--- config.mk ---
export PLATFORM = sky130hd
export DESIGN_NAME = sitc_top
export DESIGN_NICKNAME = d
export VERILOG_FILES = /design/src/logic/sitc_txch.v /design/src/logic/sitc_top.v
export VERILOG_INCLUDE_DIRS = /design/src /design/src/logic
export SDC_FILE = /design/constraint.sdc
export NUM_CORES = 1
export LEC_CHECK = 0
export BUFFER_PORTS_ARGS = -buffer_cell sky130_fd_sc_hd__clkbuf_2
export CORE_UTILIZATION = 47
export DETAILED_ROUTE_END_ITERATION = 16
export PLACE_DENSITY = 0.86
export SETUP_SLACK_MARGIN = 0.5
export SYNTH_ARGS = -nofsm -noshare
export SYNTH_HDL_FRONTEND = slang
export SYNTH_SLANG_ARGS = --single-unit
--- constraint.sdc ---
create_clock -name aclk -period 2.6 [get_ports aclk]
set_clock_uncertainty 0.15 [all_clocks]
set_input_delay 0.52 -clock aclk [delete_from_list [all_inputs] [get_ports aclk]]
set_output_delay 0.52 -clock aclk [all_outputs]
set_load 0.05 [all_outputs]
--- src/logic/sitc_regs.vh ---
`ifndef SITC_REGS_VH
`define SITC_REGS_VH

// ==========================================
// Register indices (byte address = index * 4)
`define SITC_IDX_SEL 30'h00800102
`define SITC_IDX_TXC0 30'h00800110
`define SITC_IDX_TXC1 30'h00800120
`define SITC_IDX_TXC2 30'h00800130
`define SITC_IDX_MASK 30'h00800103
`define SITC_IDX_EVST 30'h00800104
`define SITC_IDX_EVMK 30'h00800105

// ==========================================
// Reset values
`define SITC_RST_SEL 8'h00
`define SITC_RST_TXC 8'h12
`define SITC_RST_MASK 8'h00
`define SITC_RST_EV 8'h00

// ==========================================
// Transmit control fields
`define SITC_TXC_TEN 0
`define SITC_TXC_TBE 1
`define SITC_TXC_TRANSMIT_ACTIVE_FLAG 2
`define SITC_TXC_COUNT_SOURCE_SELECT_LO 4
`define SITC_TXC_COUNT_SOURCE_SELECT_HI 5

// ==========================================
// Mask fields: tx of channel n at bit 7-2n, rx at bit 6-2n
`define SITC_MASK_TX_TOP 7
`define SITC_MASK_RX_TOP 6
`define SITC_MASK_USED 8'hfc

// ==========================================
// Cause select: channel n at bit 3-n, 1 = error cause
`define SITC_SEL_TOP 3
`define SITC_SEL_USED 8'h0e

// ==========================================
// Event status / mask: tx of channel n at bit n, rx at bit 3+n
`define SITC_EV_RX_BASE 3
`define SITC_EV_USED 8'h3f

// ==========================================
// Count source divisors, as last count value
`define SITC_DIV1_LAST 8'h00
`define SITC_DIV8_LAST 8'h07
`define SITC_DIV32_LAST 8'h1f
`define SITC_DIV256_LAST 8'hff

// ==========================================
// Bus responses
`define SITC_RESP_OKAY 2'h0
`define SITC_RESP_SLVERR 2'h2

`endif

--- src/logic/sitc_txch.v ---
`default_nettype none
`include "sitc_regs.vh"

module sitc_txch (
	// Clock and reset
	input wire aclk,
	input wire aresetn,
	// Control register access
	input wire ctl_wr,
	input wire [7:0] ctl_wdata,
	output wire [7:0] ctl_rdata,
	// Transmit path
	input wire txb_wr_lo,
	input wire tx_shift_done,
	output reg tx_load,
	output wire tx_enable,
	output wire tx_buffer_empty_flag,
	// Baud generator count source
	output reg brg_tick
);

	reg ten_q, tbe_q, transmit_active_flag_q, buf_full_q, shift_busy_q;
	reg [1:0] count_source_select_q;
	reg [7:0] pre_q;
	wire wr_ok;
	wire load;
	wire ten_clr;
	wire [7:0] last;
	wire [7:0] rst_txc;

	assign rst_txc = `SITC_RST_TXC;

	// ==========================================
	// Count source prescaler
	function [7:0] div_last;
		input [1:0] code;
		begin
			case (code)
				2'h0: div_last = `SITC_DIV1_LAST;
				2'h1: div_last = `SITC_DIV8_LAST;
				2'h2: div_last = `SITC_DIV32_LAST;
				default: div_last = `SITC_DIV256_LAST;
			endcase
		end
	endfunction

	assign last = div_last(count_source_select_q);

	always @(posedge aclk) begin
		if (!aresetn) begin
			pre_q <= 8'h00;
			brg_tick <= 1'b0;
		end else if (pre_q >= last) begin
			pre_q <= 8'h00; // RULE6
			brg_tick <= 1'b1;
		end else begin
			pre_q <= pre_q + 8'h01;
			brg_tick <= 1'b0;
		end
	end

	// ==========================================
	// Transmit buffer and shifter tracking
	assign wr_ok = txb_wr_lo & ten_q; // RULE14
	assign load = buf_full_q & ~shift_busy_q & ten_q;
	assign ten_clr = ctl_wr & ~ctl_wdata[`SITC_TXC_TEN];

	always @(posedge aclk) begin
		if (!aresetn) begin
			ten_q <= rst_txc[`SITC_TXC_TEN];
			tbe_q <= rst_txc[`SITC_TXC_TBE];
			transmit_active_flag_q <= rst_txc[`SITC_TXC_TRANSMIT_ACTIVE_FLAG];
			count_source_select_q <= rst_txc[`SITC_TXC_COUNT_SOURCE_SELECT_HI:`SITC_TXC_COUNT_SOURCE_SELECT_LO];
			buf_full_q <= 1'b0;
			shift_busy_q <= 1'b0;
			tx_load <= 1'b0;
		end else begin
			tx_load <= 1'b0;
			if (ctl_wr) begin
				ten_q <= ctl_wdata[`SITC_TXC_TEN];
				count_source_select_q <= ctl_wdata[`SITC_TXC_COUNT_SOURCE_SELECT_HI:`SITC_TXC_COUNT_SOURCE_SELECT_LO];
			end
			if (ten_clr || !ten_q) begin
				tbe_q <= 1'b1; // RULE10
				transmit_active_flag_q <= 1'b0; // RULE9
				buf_full_q <= 1'b0; // RULE12
				shift_busy_q <= 1'b0; // RULE12
			end else begin
				if (load) begin
					tx_load <= 1'b1;
					shift_busy_q <= 1'b1;
					buf_full_q <= 1'b0;
					tbe_q <= 1'b1; // RULE10
				end else if (tx_shift_done) begin
					shift_busy_q <= 1'b0;
				end
				if (wr_ok) begin
					buf_full_q <= 1'b1;
					tbe_q <= 1'b0; // RULE11
					transmit_active_flag_q <= 1'b1; // RULE8
				end else if (!buf_full_q && !load && (!shift_busy_q || tx_shift_done)) begin
					transmit_active_flag_q <= 1'b0; // RULE9
				end
			end
		end
	end

	assign tx_enable = ten_q; // RULE12
	assign tx_buffer_empty_flag = tbe_q;
	assign ctl_rdata = {2'h0, count_source_select_q, 1'b0, transmit_active_flag_q, tbe_q, ten_q};

endmodule

`default_nettype wire

--- src/logic/sitc_top.v ---
// Contract
// [RULE1] Request passes only while mask bit is 1
// [RULE2] Mask bits tx/rx per channel, 2-7
// [RULE3] Cause select bit per channel, 0=finished
// [RULE4] Finished cause: done, parity, framing, no overrun
// [RULE5] Error cause: overrun always, parity/framing in UART
// [RULE6] Count source divides clock 1/8/32/256
// [RULE7] Software keeps baud within maximum at /1
// [RULE8] Accepted buffer write sets transmit-active flag
// [RULE9] Active flag clears when idle or disabled
// [RULE10] Empty flag sets on load or disable
// [RULE11] Empty flag clears on enabled buffer write
// [RULE12] Enable bit gates and stops transmission
// [RULE13] No request without enable and mask
// [RULE14] Buffer write while disabled is ignored
// [RULE15] Channel 2 tx and rx merged
// [RULE16] Tx request is empty AND enable, masked
//
// Chosen here: register access over AXI4-Lite.
`default_nettype none
`include "sitc_regs.vh"

module sitc_top (
	// Clock and reset
	input wire aclk,
	input wire aresetn,
	// AXI4-Lite write address
	input wire [31:0] s_axi_awaddr,
	input wire s_axi_awvalid,
	output wire s_axi_awready,
	// AXI4-Lite write data
	input wire [31:0] s_axi_wdata,
	input wire [3:0] s_axi_wstrb,
	input wire s_axi_wvalid,
	output wire s_axi_wready,
	// AXI4-Lite write response
	output reg [1:0] s_axi_bresp,
	output reg s_axi_bvalid,
	input wire s_axi_bready,
	// AXI4-Lite read address
	input wire [31:0] s_axi_araddr,
	input wire s_axi_arvalid,
	output wire s_axi_arready,
	// AXI4-Lite read data
	output reg [31:0] s_axi_rdata,
	output reg [1:0] s_axi_rresp,
	output reg s_axi_rvalid,
	input wire s_axi_rready,
	// Transmit side, one bit per channel
	input wire [2:0] txb_wr_lo,
	input wire [2:0] tx_shift_done,
	output wire [2:0] tx_load,
	output wire [2:0] tx_enable,
	output wire [2:0] brg_tick,
	// Receive side, one bit per channel
	input wire [2:0] rx_enable,
	input wire [2:0] clock_synchronous_mode,
	input wire [2:0] rx_done,
	input wire [2:0] rx_err_overrun,
	input wire [2:0] rx_err_parity,
	input wire [2:0] rx_err_framing,
	// Interrupt controller lines
	output reg irq_tx_ch0,
	output reg irq_rx_ch0,
	output reg irq_tx_ch1,
	output reg irq_rx_ch1,
	output reg irq_grp_ch2,
	// Summary interrupt
	output wire irq
);

	// ==========================================
	// Register bank state
	reg [7:0] sel_q;
	reg [7:0] mask_q;
	reg [7:0] evst_q;
	reg [7:0] evmk_q;
	reg [2:0] tx_req_q;

	// ==========================================
	// AXI4-Lite slave state
	reg aw_full_q;
	reg w_full_q;
	reg [29:0] aw_idx_q;
	reg [31:0] wdata_q;
	reg [3:0] wstrb_q;
	wire wr_fire;
	wire wr_lane0;
	wire rd_fire;
	wire [29:0] ar_idx;
	reg [7:0] rd_byte;
	reg rd_hit;

	wire [7:0] txc_rdata0, txc_rdata1, txc_rdata2;
	wire [2:0] tx_buffer_empty_flag;
	wire [2:0] txc_wr;
	reg [2:0] tx_req_d;
	reg [2:0] rx_req_d;
	reg [7:0] ev_set;
	integer i;
	integer j;

	// ==========================================
	// Address decode helpers
	function is_mapped;
		input [29:0] idx;
		begin
			case (idx)
				`SITC_IDX_SEL,
				`SITC_IDX_TXC0,
				`SITC_IDX_TXC1,
				`SITC_IDX_TXC2,
				`SITC_IDX_MASK,
				`SITC_IDX_EVST,
				`SITC_IDX_EVMK: is_mapped = 1'b1;
				default: is_mapped = 1'b0;
			endcase
		end
	endfunction

	function reg_wr;
		input [29:0] idx;
		input [29:0] target;
		begin
			reg_wr = wr_fire && wr_lane0 && (idx == target);
		end
	endfunction

	// ==========================================
	// Write channel: address and data in either order
	assign s_axi_awready = !aw_full_q;
	assign s_axi_wready = !w_full_q;
	assign wr_fire = aw_full_q && w_full_q && !s_axi_bvalid;
	assign wr_lane0 = wstrb_q[0];

	always @(posedge aclk) begin
		if (!aresetn) begin
			aw_full_q <= 1'b0;
			w_full_q <= 1'b0;
			aw_idx_q <= 30'h0;
			wdata_q <= 32'h0;
			wstrb_q <= 4'h0;
			s_axi_bvalid <= 1'b0;
			s_axi_bresp <= `SITC_RESP_OKAY;
		end else begin
			if (s_axi_awvalid && !aw_full_q) begin
				aw_full_q <= 1'b1;
				aw_idx_q <= s_axi_awaddr[31:2];
			end
			if (s_axi_wvalid && !w_full_q) begin
				w_full_q <= 1'b1;
				wdata_q <= s_axi_wdata;
				wstrb_q <= s_axi_wstrb;
			end
			if (wr_fire) begin
				aw_full_q <= 1'b0;
				w_full_q <= 1'b0;
				s_axi_bvalid <= 1'b1;
				s_axi_bresp <= is_mapped(aw_idx_q) ? `SITC_RESP_OKAY : `SITC_RESP_SLVERR;
			end else if (s_axi_bvalid && s_axi_bready) begin
				s_axi_bvalid <= 1'b0;
			end
		end
	end

	// ==========================================
	// Read channel
	assign s_axi_arready = !s_axi_rvalid;
	assign rd_fire = s_axi_arvalid && !s_axi_rvalid;
	assign ar_idx = s_axi_araddr[31:2];

	always @* begin
		rd_hit = 1'b1;
		case (ar_idx)
			`SITC_IDX_SEL: rd_byte = sel_q & `SITC_SEL_USED;
			`SITC_IDX_TXC0: rd_byte = txc_rdata0;
			`SITC_IDX_TXC1: rd_byte = txc_rdata1;
			`SITC_IDX_TXC2: rd_byte = txc_rdata2;
			`SITC_IDX_MASK: rd_byte = mask_q & `SITC_MASK_USED; // RULE2
			`SITC_IDX_EVST: rd_byte = evst_q & `SITC_EV_USED;
			`SITC_IDX_EVMK: rd_byte = evmk_q & `SITC_EV_USED;
			default: begin
				rd_byte = 8'h00;
				rd_hit = 1'b0;
			end
		endcase
	end

	always @(posedge aclk) begin
		if (!aresetn) begin
			s_axi_rvalid <= 1'b0;
			s_axi_rdata <= 32'h0;
			s_axi_rresp <= `SITC_RESP_OKAY;
		end else if (rd_fire) begin
			s_axi_rvalid <= 1'b1;
			s_axi_rdata <= {24'h0, rd_byte};
			s_axi_rresp <= rd_hit ? `SITC_RESP_OKAY : `SITC_RESP_SLVERR;
		end else if (s_axi_rvalid && s_axi_rready) begin
			s_axi_rvalid <= 1'b0;
		end
	end

	// ==========================================
	// Mask and cause select registers
	always @(posedge aclk) begin
		if (!aresetn) begin
			sel_q <= `SITC_RST_SEL;
			mask_q <= `SITC_RST_MASK;
			evmk_q <= `SITC_RST_EV;
		end else begin
			if (reg_wr(aw_idx_q, `SITC_IDX_SEL))
				sel_q <= wdata_q[7:0] & `SITC_SEL_USED; // RULE3
			if (reg_wr(aw_idx_q, `SITC_IDX_MASK))
				mask_q <= wdata_q[7:0] & `SITC_MASK_USED; // RULE2
			if (reg_wr(aw_idx_q, `SITC_IDX_EVMK))
				evmk_q <= wdata_q[7:0] & `SITC_EV_USED;
		end
	end

	// ==========================================
	// Transmit channels
	assign txc_wr[0] = reg_wr(aw_idx_q, `SITC_IDX_TXC0);
	assign txc_wr[1] = reg_wr(aw_idx_q, `SITC_IDX_TXC1);
	assign txc_wr[2] = reg_wr(aw_idx_q, `SITC_IDX_TXC2);

	sitc_txch u_tx0 (
		.aclk(aclk),
		.aresetn(aresetn),
		.ctl_wr(txc_wr[0]),
		.ctl_wdata(wdata_q[7:0]),
		.ctl_rdata(txc_rdata0),
		.txb_wr_lo(txb_wr_lo[0]),
		.tx_shift_done(tx_shift_done[0]),
		.tx_load(tx_load[0]),
		.tx_enable(tx_enable[0]),
		.tx_buffer_empty_flag(tx_buffer_empty_flag[0]),
		.brg_tick(brg_tick[0])
	);

	sitc_txch u_tx1 (
		.aclk(aclk),
		.aresetn(aresetn),
		.ctl_wr(txc_wr[1]),
		.ctl_wdata(wdata_q[7:0]),
		.ctl_rdata(txc_rdata1),
		.txb_wr_lo(txb_wr_lo[1]),
		.tx_shift_done(tx_shift_done[1]),
		.tx_load(tx_load[1]),
		.tx_enable(tx_enable[1]),
		.tx_buffer_empty_flag(tx_buffer_empty_flag[1]),
		.brg_tick(brg_tick[1])
	);

	sitc_txch u_tx2 (
		.aclk(aclk),
		.aresetn(aresetn),
		.ctl_wr(txc_wr[2]),
		.ctl_wdata(wdata_q[7:0]),
		.ctl_rdata(txc_rdata2),
		.txb_wr_lo(txb_wr_lo[2]),
		.tx_shift_done(tx_shift_done[2]),
		.tx_load(tx_load[2]),
		.tx_enable(tx_enable[2]),
		.tx_buffer_empty_flag(tx_buffer_empty_flag[2]),
		.brg_tick(brg_tick[2])
	);

	// ==========================================
	// Request generation per channel
	always @* begin
		for (i = 0; i < 3; i = i + 1) begin
			tx_req_d[i] = tx_buffer_empty_flag[i] & tx_enable[i] & mask_q[`SITC_MASK_TX_TOP - 2 * i]; // RULE16 RULE1 RULE13
			if (sel_q[`SITC_SEL_TOP - i])
				rx_req_d[i] = rx_err_overrun[i] |
					(~clock_synchronous_mode[i] & (rx_err_parity[i] | rx_err_framing[i])); // RULE5
			else
				rx_req_d[i] = rx_done[i] | rx_err_parity[i] | rx_err_framing[i]; // RULE4
			rx_req_d[i] = rx_req_d[i] & rx_enable[i] & mask_q[`SITC_MASK_RX_TOP - 2 * i]; // RULE1 RULE13
		end
	end

	always @(posedge aclk) begin
		if (!aresetn) begin
			tx_req_q <= 3'h0;
			irq_tx_ch0 <= 1'b0;
			irq_rx_ch0 <= 1'b0;
			irq_tx_ch1 <= 1'b0;
			irq_rx_ch1 <= 1'b0;
			irq_grp_ch2 <= 1'b0;
		end else begin
			tx_req_q <= tx_req_d;
			irq_tx_ch0 <= tx_req_d[0];
			irq_rx_ch0 <= rx_req_d[0];
			irq_tx_ch1 <= tx_req_d[1];
			irq_rx_ch1 <= rx_req_d[1];
			irq_grp_ch2 <= tx_req_d[2] | rx_req_d[2]; // RULE15
		end
	end

	// ==========================================
	// Sticky event status, write one to clear
	always @* begin
		ev_set = 8'h00;
		for (j = 0; j < 3; j = j + 1) begin
			ev_set[j] = tx_req_d[j] & ~tx_req_q[j];
			ev_set[`SITC_EV_RX_BASE + j] = rx_req_d[j];
		end
	end

	always @(posedge aclk) begin
		if (!aresetn)
			evst_q <= `SITC_RST_EV;
		else if (reg_wr(aw_idx_q, `SITC_IDX_EVST))
			evst_q <= ((evst_q & ~wdata_q[7:0]) | ev_set) & `SITC_EV_USED;
		else
			evst_q <= (evst_q | ev_set) & `SITC_EV_USED;
	end

	assign irq = |(evst_q & evmk_q);

endmodule

`default_nettype wire

* Yosys cells after proc, flatten, opt, wreduce, memory -nomap -nowiden *
Cells that the tools add are included.

word-level totals
  RAM bits = 0
  input port bits = 131
  register bits = 135
  memories kept = 0
  output and inout port bits = 56
  ROM bits = 0
  word-level logic and storage cells = 247
  bits in latches = 0

operators by class
  equality and inequality tests = 20
  reductions and logical operators = 67
  div/mod/pow operators = 0
  $mul = 0
  add/subtract/negate cells = 3
  $lt $le $gt $ge = 3
  bitwise logic cells = 59
  multiplexer cells = 48
  shift operators = 0

operators with widths
  operator                                                                  number
  30-bit by 24-bit equality test with 1-bit output (second input constant)  14
  8-bit one-hot mux with 3 select lines                                     3
  8-bit one-hot mux with 7 select lines                                     1
  1-bit 2-to-1 mux                                                          41
  1-bit bitwise AND                                                         30
  8-bit by 1-bit adder with 8-bit output (second input constant)            3
  8-bit greater-or-equal comparator                                         3
  2-bit nonzero test                                                        11
  1-bit logical AND                                                         21
  1-bit zero test                                                           16
  2-bit OR reduction                                                        7
  7-bit OR reduction                                                        2
  1-bit bitwise OR                                                          13
  6-bit bitwise AND                                                         2
  6-bit bitwise OR                                                          2
  1-bit inverter                                                            11
  8-bit OR reduction                                                        1
  2-bit by 1-bit equality test with 1-bit output (second input constant)    3
  2-bit equality test (second input constant)                               3
  2-bit zero test                                                           3
  1-bit logical OR                                                          6
  6-bit 2-to-1 mux                                                          1
  6-bit inverter                                                            1
  2-bit 2-to-1 mux                                                          2

* Logic depth before layout (Yosys ltp) *
Gate-level depths: netlist of run 1.

  word-level depth = 8
  depth in mapped cells = 8

* By module *
A second synthesis of run 1 with hierarchy kept.

unflattened totals
  cells, all modules = 769
  area total of the unflattened synthesis = 6592.6 um2

modules (own cells, without submodules)
  module                 area an instance (um2)  cells each  instances
  sitc_top               3955.0                  491         1
  sitc_txch (u_tx0 ...)  880.8                   93          2
  sitc_txch (u_tx2)      875.8                   92          1

* Least setup slack after synthesis of run 1 *
Ideal clock, no wire load.

  kind = reg-to-reg
  from = reg aw_idx_q[24]
  to = reg evmk_q[0]
  path slack = -81 ps
  buffers on the path = 1
  cell stages (with the launch flop) = 7
  arrival = 2459 ps
  setup time = 72 ps
  cell sequence = dfxtp_1 > or4_4 > or4_4 > or4_4 > buf_6 > nor3_4 > mux2i_1

between the ends
  word-level cells in the longest chain between the ends = 2

ends and longest elaborated chain
  what                                              line            source
  start: declaration                                sitc_top.v:84   reg [29:0] aw_idx_q;
  start signal: assignment                          sitc_top.v:148  aw_idx_q <= s_axi_awaddr[31:2];
  30-bit by 24-bit equality test with 1-bit output  sitc_top.v:125  reg_wr = wr_fire && wr_lane0 && (idx == target);
  1-bit logical AND                                 sitc_top.v:125
  end signal: assignment                            sitc_top.v:209  evmk_q <= `SITC_RST_EV;
  end signal: assignment                            sitc_top.v:216  evmk_q <= wdata_q[7:0] & `SITC_EV_USED;
  end: declaration                                  sitc_top.v:77   reg [7:0] evmk_q;

No other way between the ends.
A chain may end at the register's enable or synchronous reset.

* Worst setup path after layout of run 1 *
  from = reg aw_idx_q[24]
  to = reg evmk_q[1]

The elaborated chain is that of the path after synthesis.

==> results.cfg, run 1 <==
[run_status]
status = finished, final reports clean

[finish]
final_cell_mix = 133 x nand2_1, 128 x clkbuf_2, 127 x dfxtp_1, 62 x nor2_1, 53 x a21oi_1
fill_cells = 1083
area.growth.synth_to_final_pct = 24.8
final_area_um2 = 7800
num_antenna_cells = 0
finalNetCount = 1036
final_common_cell = nand2_1
layout-drive-gt1-share_pct = 25.6

[cts]
htree_levels = 4
tritoncts = done
insertion_delay_ns = 0.42
cts_made_buffers = 17
ctsRootBufferMaster = clkbuf_16
clk_pin_slew_worst_paths_ns = 0.06
cts_buffer_depth = 2
clock_sinks = 131

[critical_path]
crit_fanout = 6
cp-start-kind = flop
cp.arrival_ns = 2.75
critical-path-max-stage-delay_ns = 0.54
crit_type = reg -> reg
path_depth = 6
rr_worst_depth = 6
crit_family = simple AND/OR/NAND/NOR gates
required_ns = 2.79
slowest_stage = or4_4
crit_top_cell = or4_4
critPathLaunch = aw_idx_q[24]$_SDFFE_PN0P_
crit_chain = or4_4 -> or4_4 -> or4_4 -> nor3_4 -> buf_12 -> mux2i_1
r2r_start = aw_idx_q[24]$_SDFFE_PN0P_
path_buf_inv = 1
crit_path_end_kind = flop

[timing]
whs_ns = 0.147
setup_violations = 0
rsz0062_at_grt = true
period_minus_slack_ns = 2.56
period_share_pct = 98.3
slew-limit-headroom_pct = 52.1
finalHoldViolCount = 0
maxSlewViolCount = 0
tightest_slew_ns = 0.713
timing.fmax_mhz = 391

[power]
p_switching_uw = 1260
p_seq_share_pct = 44.0
clkPwrFrac_pct = 45.6
p_int_uw = 3570
powerDensity_nw_per_um2 = 620
power.total_uw = 4840
worst_ir_drop_vdd_mv = 0.438
pwr-share-comb_pct = 10.4
swShare_pct = 26.2
p_leak_uw = 0.00336

[synth]
syn_area_um2 = 6250
syn_inst = 748
post_synth_num_cell_types = 53
synthArstFlopShare_pct = 0
yosys_register_bits = 131
synth_edf_count = 0
ys_seq_area_share_pct = 41.9
yosys_warnings = 0
synth-main-ff-cell = dfxtp_1
postSynthAreaPerCell_um2 = 8.36

[global_route]
grt_pass1_wl_um = 24500
antenna_found_initial = 0
grt_max_degree = 44
grt-ovfl-total = 0
grt_pass1_vias = 5290
grtUsageTotal_pct = 22.1

[floorplan]
die_w_um = 117
design.core.area_um2 = 12800
die_h_um = 117
rows = 41
floorplan.initialDensity_pct = 49.0
die_area_um2 = 13800
top_level_ports = 187

[place]
place_congestion = 0.803
dpl-instance-area_um2 = 7020
io_buffer_count = 129
dp_hpwl_um = 10900

[drt]
via_per_inst = 5.31
drtIter0Drc = 311
first_pass_iters = 5
num_vias = 5639
wire_per_inst_um = 14.1
wl_um = 15000
final_antenna_net_count = 0
drc_errors = 0

[worst_hold_path]
min_from = tx_shift_done[0]
hold_depth = 2
hold_path_class = in -> reg

[flow_run]
drv_cap = 0
per-layer routing:
layer  share of wire [%]  GRT usage [%]  up-vias
met2                  49           36.7      214
met1                  43           27.5     2604
met5                   0              0        -
li1                    -              -     2792
met3                 6.0           4.47       29
met4                 2.4           9.98        0
layout make-up:
type	instances	area, um^2	area share [%]
multi-input combinational	550	3480	44.6
clock inverter	12	109	1.39
clock buffer	19	443	5.68
inverter	29	109	1.39
tap	172	215	2.76
sequential	131	2630	33.7
timing repair buffer	149	815	10.4
timing repair:
action / CTS / global route
gates resized for setup: 15 / 29
hold buffers: 0 / 0
pin swaps: 11 / 13
setup buffers: 2 / 0
setup endpoints to repair: 72 / 76
sequential cells by signal (all words and copies together) (netlist names), 2 cells and up:
name,cells
aw_idx_q,30
s_axi_rdata,8
u_tx0.pre_q,8
u_tx1.pre_q,8
u_tx2.pre_q,8
wdata_q,8
evmk_q,6
evst_q,6
mask_q,6
sel_q,3
tx_req_q,3
u_tx0.count_source_select_q,2
u_tx1.count_source_select_q,2
u_tx2.count_source_select_q,2
synthesized netlist by cell type, drive strengths merged (10+ instances only):
cell type | number | area (um^2)
nor3 | 10 | 72.6
ha | 27 | 338
nor2 | 66 | 248
dfxtp | 131 | 2620
clkbuf | 24 | 90.1
buf | 39 | 287
nand3 | 30 | 150
xor2 | 12 | 105
nor4 | 14 | 87.6
o21ai | 19 | 95.1
mux2i | 34 | 340
nand2 | 136 | 510
a21oi | 58 | 290
inv | 29 | 109
nand2b | 13 | 81.3
through the flow:
stage               cells  utilization [%]  TNS [ns]  worst slack, ns
global route         1062             61.1    -0.123          -0.0345
CTS                  1062             60.0         0           0.0747
global placement     1029             55.0         0           0.0269
finish               1062             61.1         0           0.0447
floorplan             773                -         0           0.0974
detailed placement   1029             55.0   -0.0378          -0.0162
power groups by stage:
stage	sequential [uW]	combinational, uW	clock, uW
6_report	2130	503	2210
2_1_floorplan	2160	354	0
5_1_grt	2130	549	2330
4_1_cts	2130	488	2240
3_3_place_gp	2160	465	0
3_5_place_dp	2170	476	0
final timing paths:
path	endpoint	slack [ns]
setup / recovery	evmk_q[1]$_SDFFE_PN0P_	0.04
hold / removal	u_tx0.shift_busy_q$_SDFFE_PP0P_	0.15
setup reg to reg	evmk_q[1]$_SDFFE_PN0P_	0.04
hold reg to reg	evst_q[2]$_SDFF_PN0_	0.28
cell families after synthesis:
group,count (synthesis),synth area share [%]
adder cells (fa/ha/maj),27,5.40
other,1,0.0600
buffers and inverters,92,7.76
flip-flops,131,41.9
AND/OR/NAND/NOR,317,24.2
XOR/XNOR,18,2.52
AO/OA/AOI/OAI,125,12.1
multiplexers,37,5.98
No activity file was read; power rests on OpenSTA's default activity.
==> run 2, diff against run 1 <==
--- a/config.mk
+++ b/config.mk
@@ -7,6 +7,7 @@
 export NUM_CORES = 1
 export LEC_CHECK = 0
 export BUFFER_PORTS_ARGS = -buffer_cell sky130_fd_sc_hd__clkbuf_2
+export CAP_MARGIN = 15
 export CORE_UTILIZATION = 47
 export DETAILED_ROUTE_END_ITERATION = 16
 export PLACE_DENSITY = 0.86
==> constraint.sdc (replaced) <==
create_clock -name aclk -period 2.6 [get_ports aclk]
set_clock_uncertainty 0.15 [all_clocks]
set_input_delay 0.52 -clock aclk [delete_from_list [all_inputs] [get_ports aclk]]
set_output_delay 0.52 -clock aclk [all_outputs]
set_load 0.1 [all_outputs]
==> results.cfg, run 2 (synthesis gave the netlist of run 1 again) <==
[drt]
final_antenna_net_count = 0
num_vias = 5677
first_pass_iters = 5
drtIter0Drc = 387
wire_per_inst_um = 14.3
wl_um = 15200
drc_errors = 0
via_per_inst = 5.33

[finish]
fin_util_pct = 61.3
layout-drive-gt1-share_pct = 26.1
area.growth.synth_to_final_pct = 25.3
regMostFlops = aw_idx_q
final_cell_mix = 135 x nand2_1, 128 x clkbuf_2, 125 x dfxtp_1, 60 x nor2_1, 54 x a21oi_1
num_antenna_cells = 0
final_common_cell = nand2_1
largest_reg_flops = 30
stdcell_count = 1066
finalNetCount = 1039
fill_cells = 1068

[power]
powerDensity_nw_per_um2 = 640
p_leak_uw = 0.00337
worst_ir_drop_vdd_mv = 0.523
power.total_uw = 5010

[timing]
period_minus_slack_ns = 2.56
period_share_pct = 98.3
tightest_slew_ns = 0.678
finalHoldViolCount = 0
maxSlewViolCount = 0
timing.final.ws_setup_ns = 0.0445
rsz0062_at_grt = true
slew-limit-headroom_pct = 54.4
timing.fmax_mhz = 391
setup_violations = 0

[place]
dp_hpwl_um = 10900
place_ws_ns = 0.0262
place_congestion = 0.812
io_buffer_count = 129
dp_cells = 1026

[global_route]
grt_use_met2_pct = 36.3
grtUsageTotal_pct = 22.5
grt-ovfl-total = 0
grt_max_degree = 55
antenna_found_initial = 0
grt_pass1_wl_um = 24700
met3_usage_pct = 5.59
grt.met1_usage_pct = 28.2
top_usage_layer = met2
grt_pass1_vias = 5275

[floorplan]
top_level_ports = 187
floorplan.initialDensity_pct = 49.0
die_h_um = 117
die_area_um2 = 13800
die_w_um = 117
design.core.area_um2 = 12800
rows = 41

[worst_hold_path]
hold_path_class = in -> reg

[critical_path]
rr_worst_depth = 5
r2r_start = aw_idx_q[24]$_SDFFE_PN0P_
crit_path_end_kind = flop
crit_fanout = 6
crit_type = reg -> reg
endpoint = u_tx0.count_source_select_q[0]$_SDFFE_PN1P_
rrSetupSlack_ns = 0.04
cp.arrival_ns = 2.75
rr_endpoint = u_tx0.count_source_select_q[0]$_SDFFE_PN1P_
cp-start-kind = flop
required_ns = 2.80
critPathLaunch = aw_idx_q[24]$_SDFFE_PN0P_

[cts]
ctsRootBufferMaster = clkbuf_16
insertion_delay_ns = 0.43
clock_sinks = 131
cts_made_buffers = 17
clk_pin_slew_worst_paths_ns = 0.06
cts_buffer_depth = 2
htree_levels = 4
tritoncts = done

[run_status]
status = finished, final reports clean

[flow_run]
drv_cap = 0
-- run 2: cell count changes in the layout (fill, tap and decap cells not counted), moves of 3 or more --
cell,delta
o21ai_1,+3
clkinv_2,-4
o21ai_0,-3
inv_6,+3
-- run 2: worst min-delay path by stage --
stage | startpoint | end | slack [ns] | depth (start not counted)
after floorplan | tx_req_q[2]$_SDFF_PN0_ | evst_q[2]$_SDFF_PN0_ | 0.24 | 1
after global placement | tx_req_q[2]$_SDFF_PN0_ | evst_q[2]$_SDFF_PN0_ | 0.25 | 1
after detailed placement | tx_req_q[2]$_SDFF_PN0_ | evst_q[2]$_SDFF_PN0_ | 0.25 | 1
after CTS | tx_shift_done[0] | u_tx0.shift_busy_q$_SDFFE_PP0P_ | 0.15 | 2
after global routing | tx_shift_done[1] | u_tx1.shift_busy_q$_SDFFE_PP0P_ | 0.15 | 2
final | s_axi_awaddr[10] | aw_idx_q[8]$_SDFFE_PN0P_ | 0.16 | 3
-- run 2: layout make-up --
type / instances / area [um^2] / share of cell area (%)
clock buffer: 20 / 447 / 5.70
tap: 172 / 215 / 2.75
clock inverter: 12 / 123 / 1.56
inverter: 29 / 109 / 1.39
multi-input combinational: 550 / 3460 / 44.1
sequential: 131 / 2640 / 33.6
timing repair buffer: 152 / 848 / 10.8
-- run 2: critical path, cell delays in order, from the launching register on --
cell and delay (ns):
dfxtp_2 0.32, or4_4 0.53, or4_4 0.44, or4_4 0.51
nor3_4 0.28, mux2i_1 0.25
-- run 2: per-layer routing --
layer,share of wire [%],vias up
met5,0,-
met4,3.0,0
met3,6.6,36
met2,48,239
met1,43,2603
li1,-,2799
-- run 2: power by group --
group | internal (uW) | switching [uW] | leakage (uW)
clock network | 1350 | 917 | 0.000268
registers | 2070 | 58.2 | 0.00107
logic | 177 | 440 | 0.00204
total | 3600 | 1410 | 0.00337
-- run 2: metrics by stage --
| stage | TNS, ns | hold slack, ns | instance area, um^2 |
|---|---|---|---|
| floorplan | 0 | 0.241 | 6400 |
| global placement | 0 | 0.246 | 7010 |
| detailed placement | 0 | 0.249 | 7010 |
| global route | -0.0616 | 0.153 | 7840 |
| finish | 0 | 0.158 | 7840 |
| CTS | 0 | 0.146 | 7660 |
-- run 2: repair_timing --
| action | in CTS | in global routing |
|---|---|---|
| endpoints found under the hold margin | 0 | 0 |
| gates resized for setup | 13 | 37 |
| setup buffers | 3 | 5 |
| pin swaps | 7 | 23 |
| endpoints found under the setup margin | 73 | 75 |
| hold buffers | 0 | 0 |
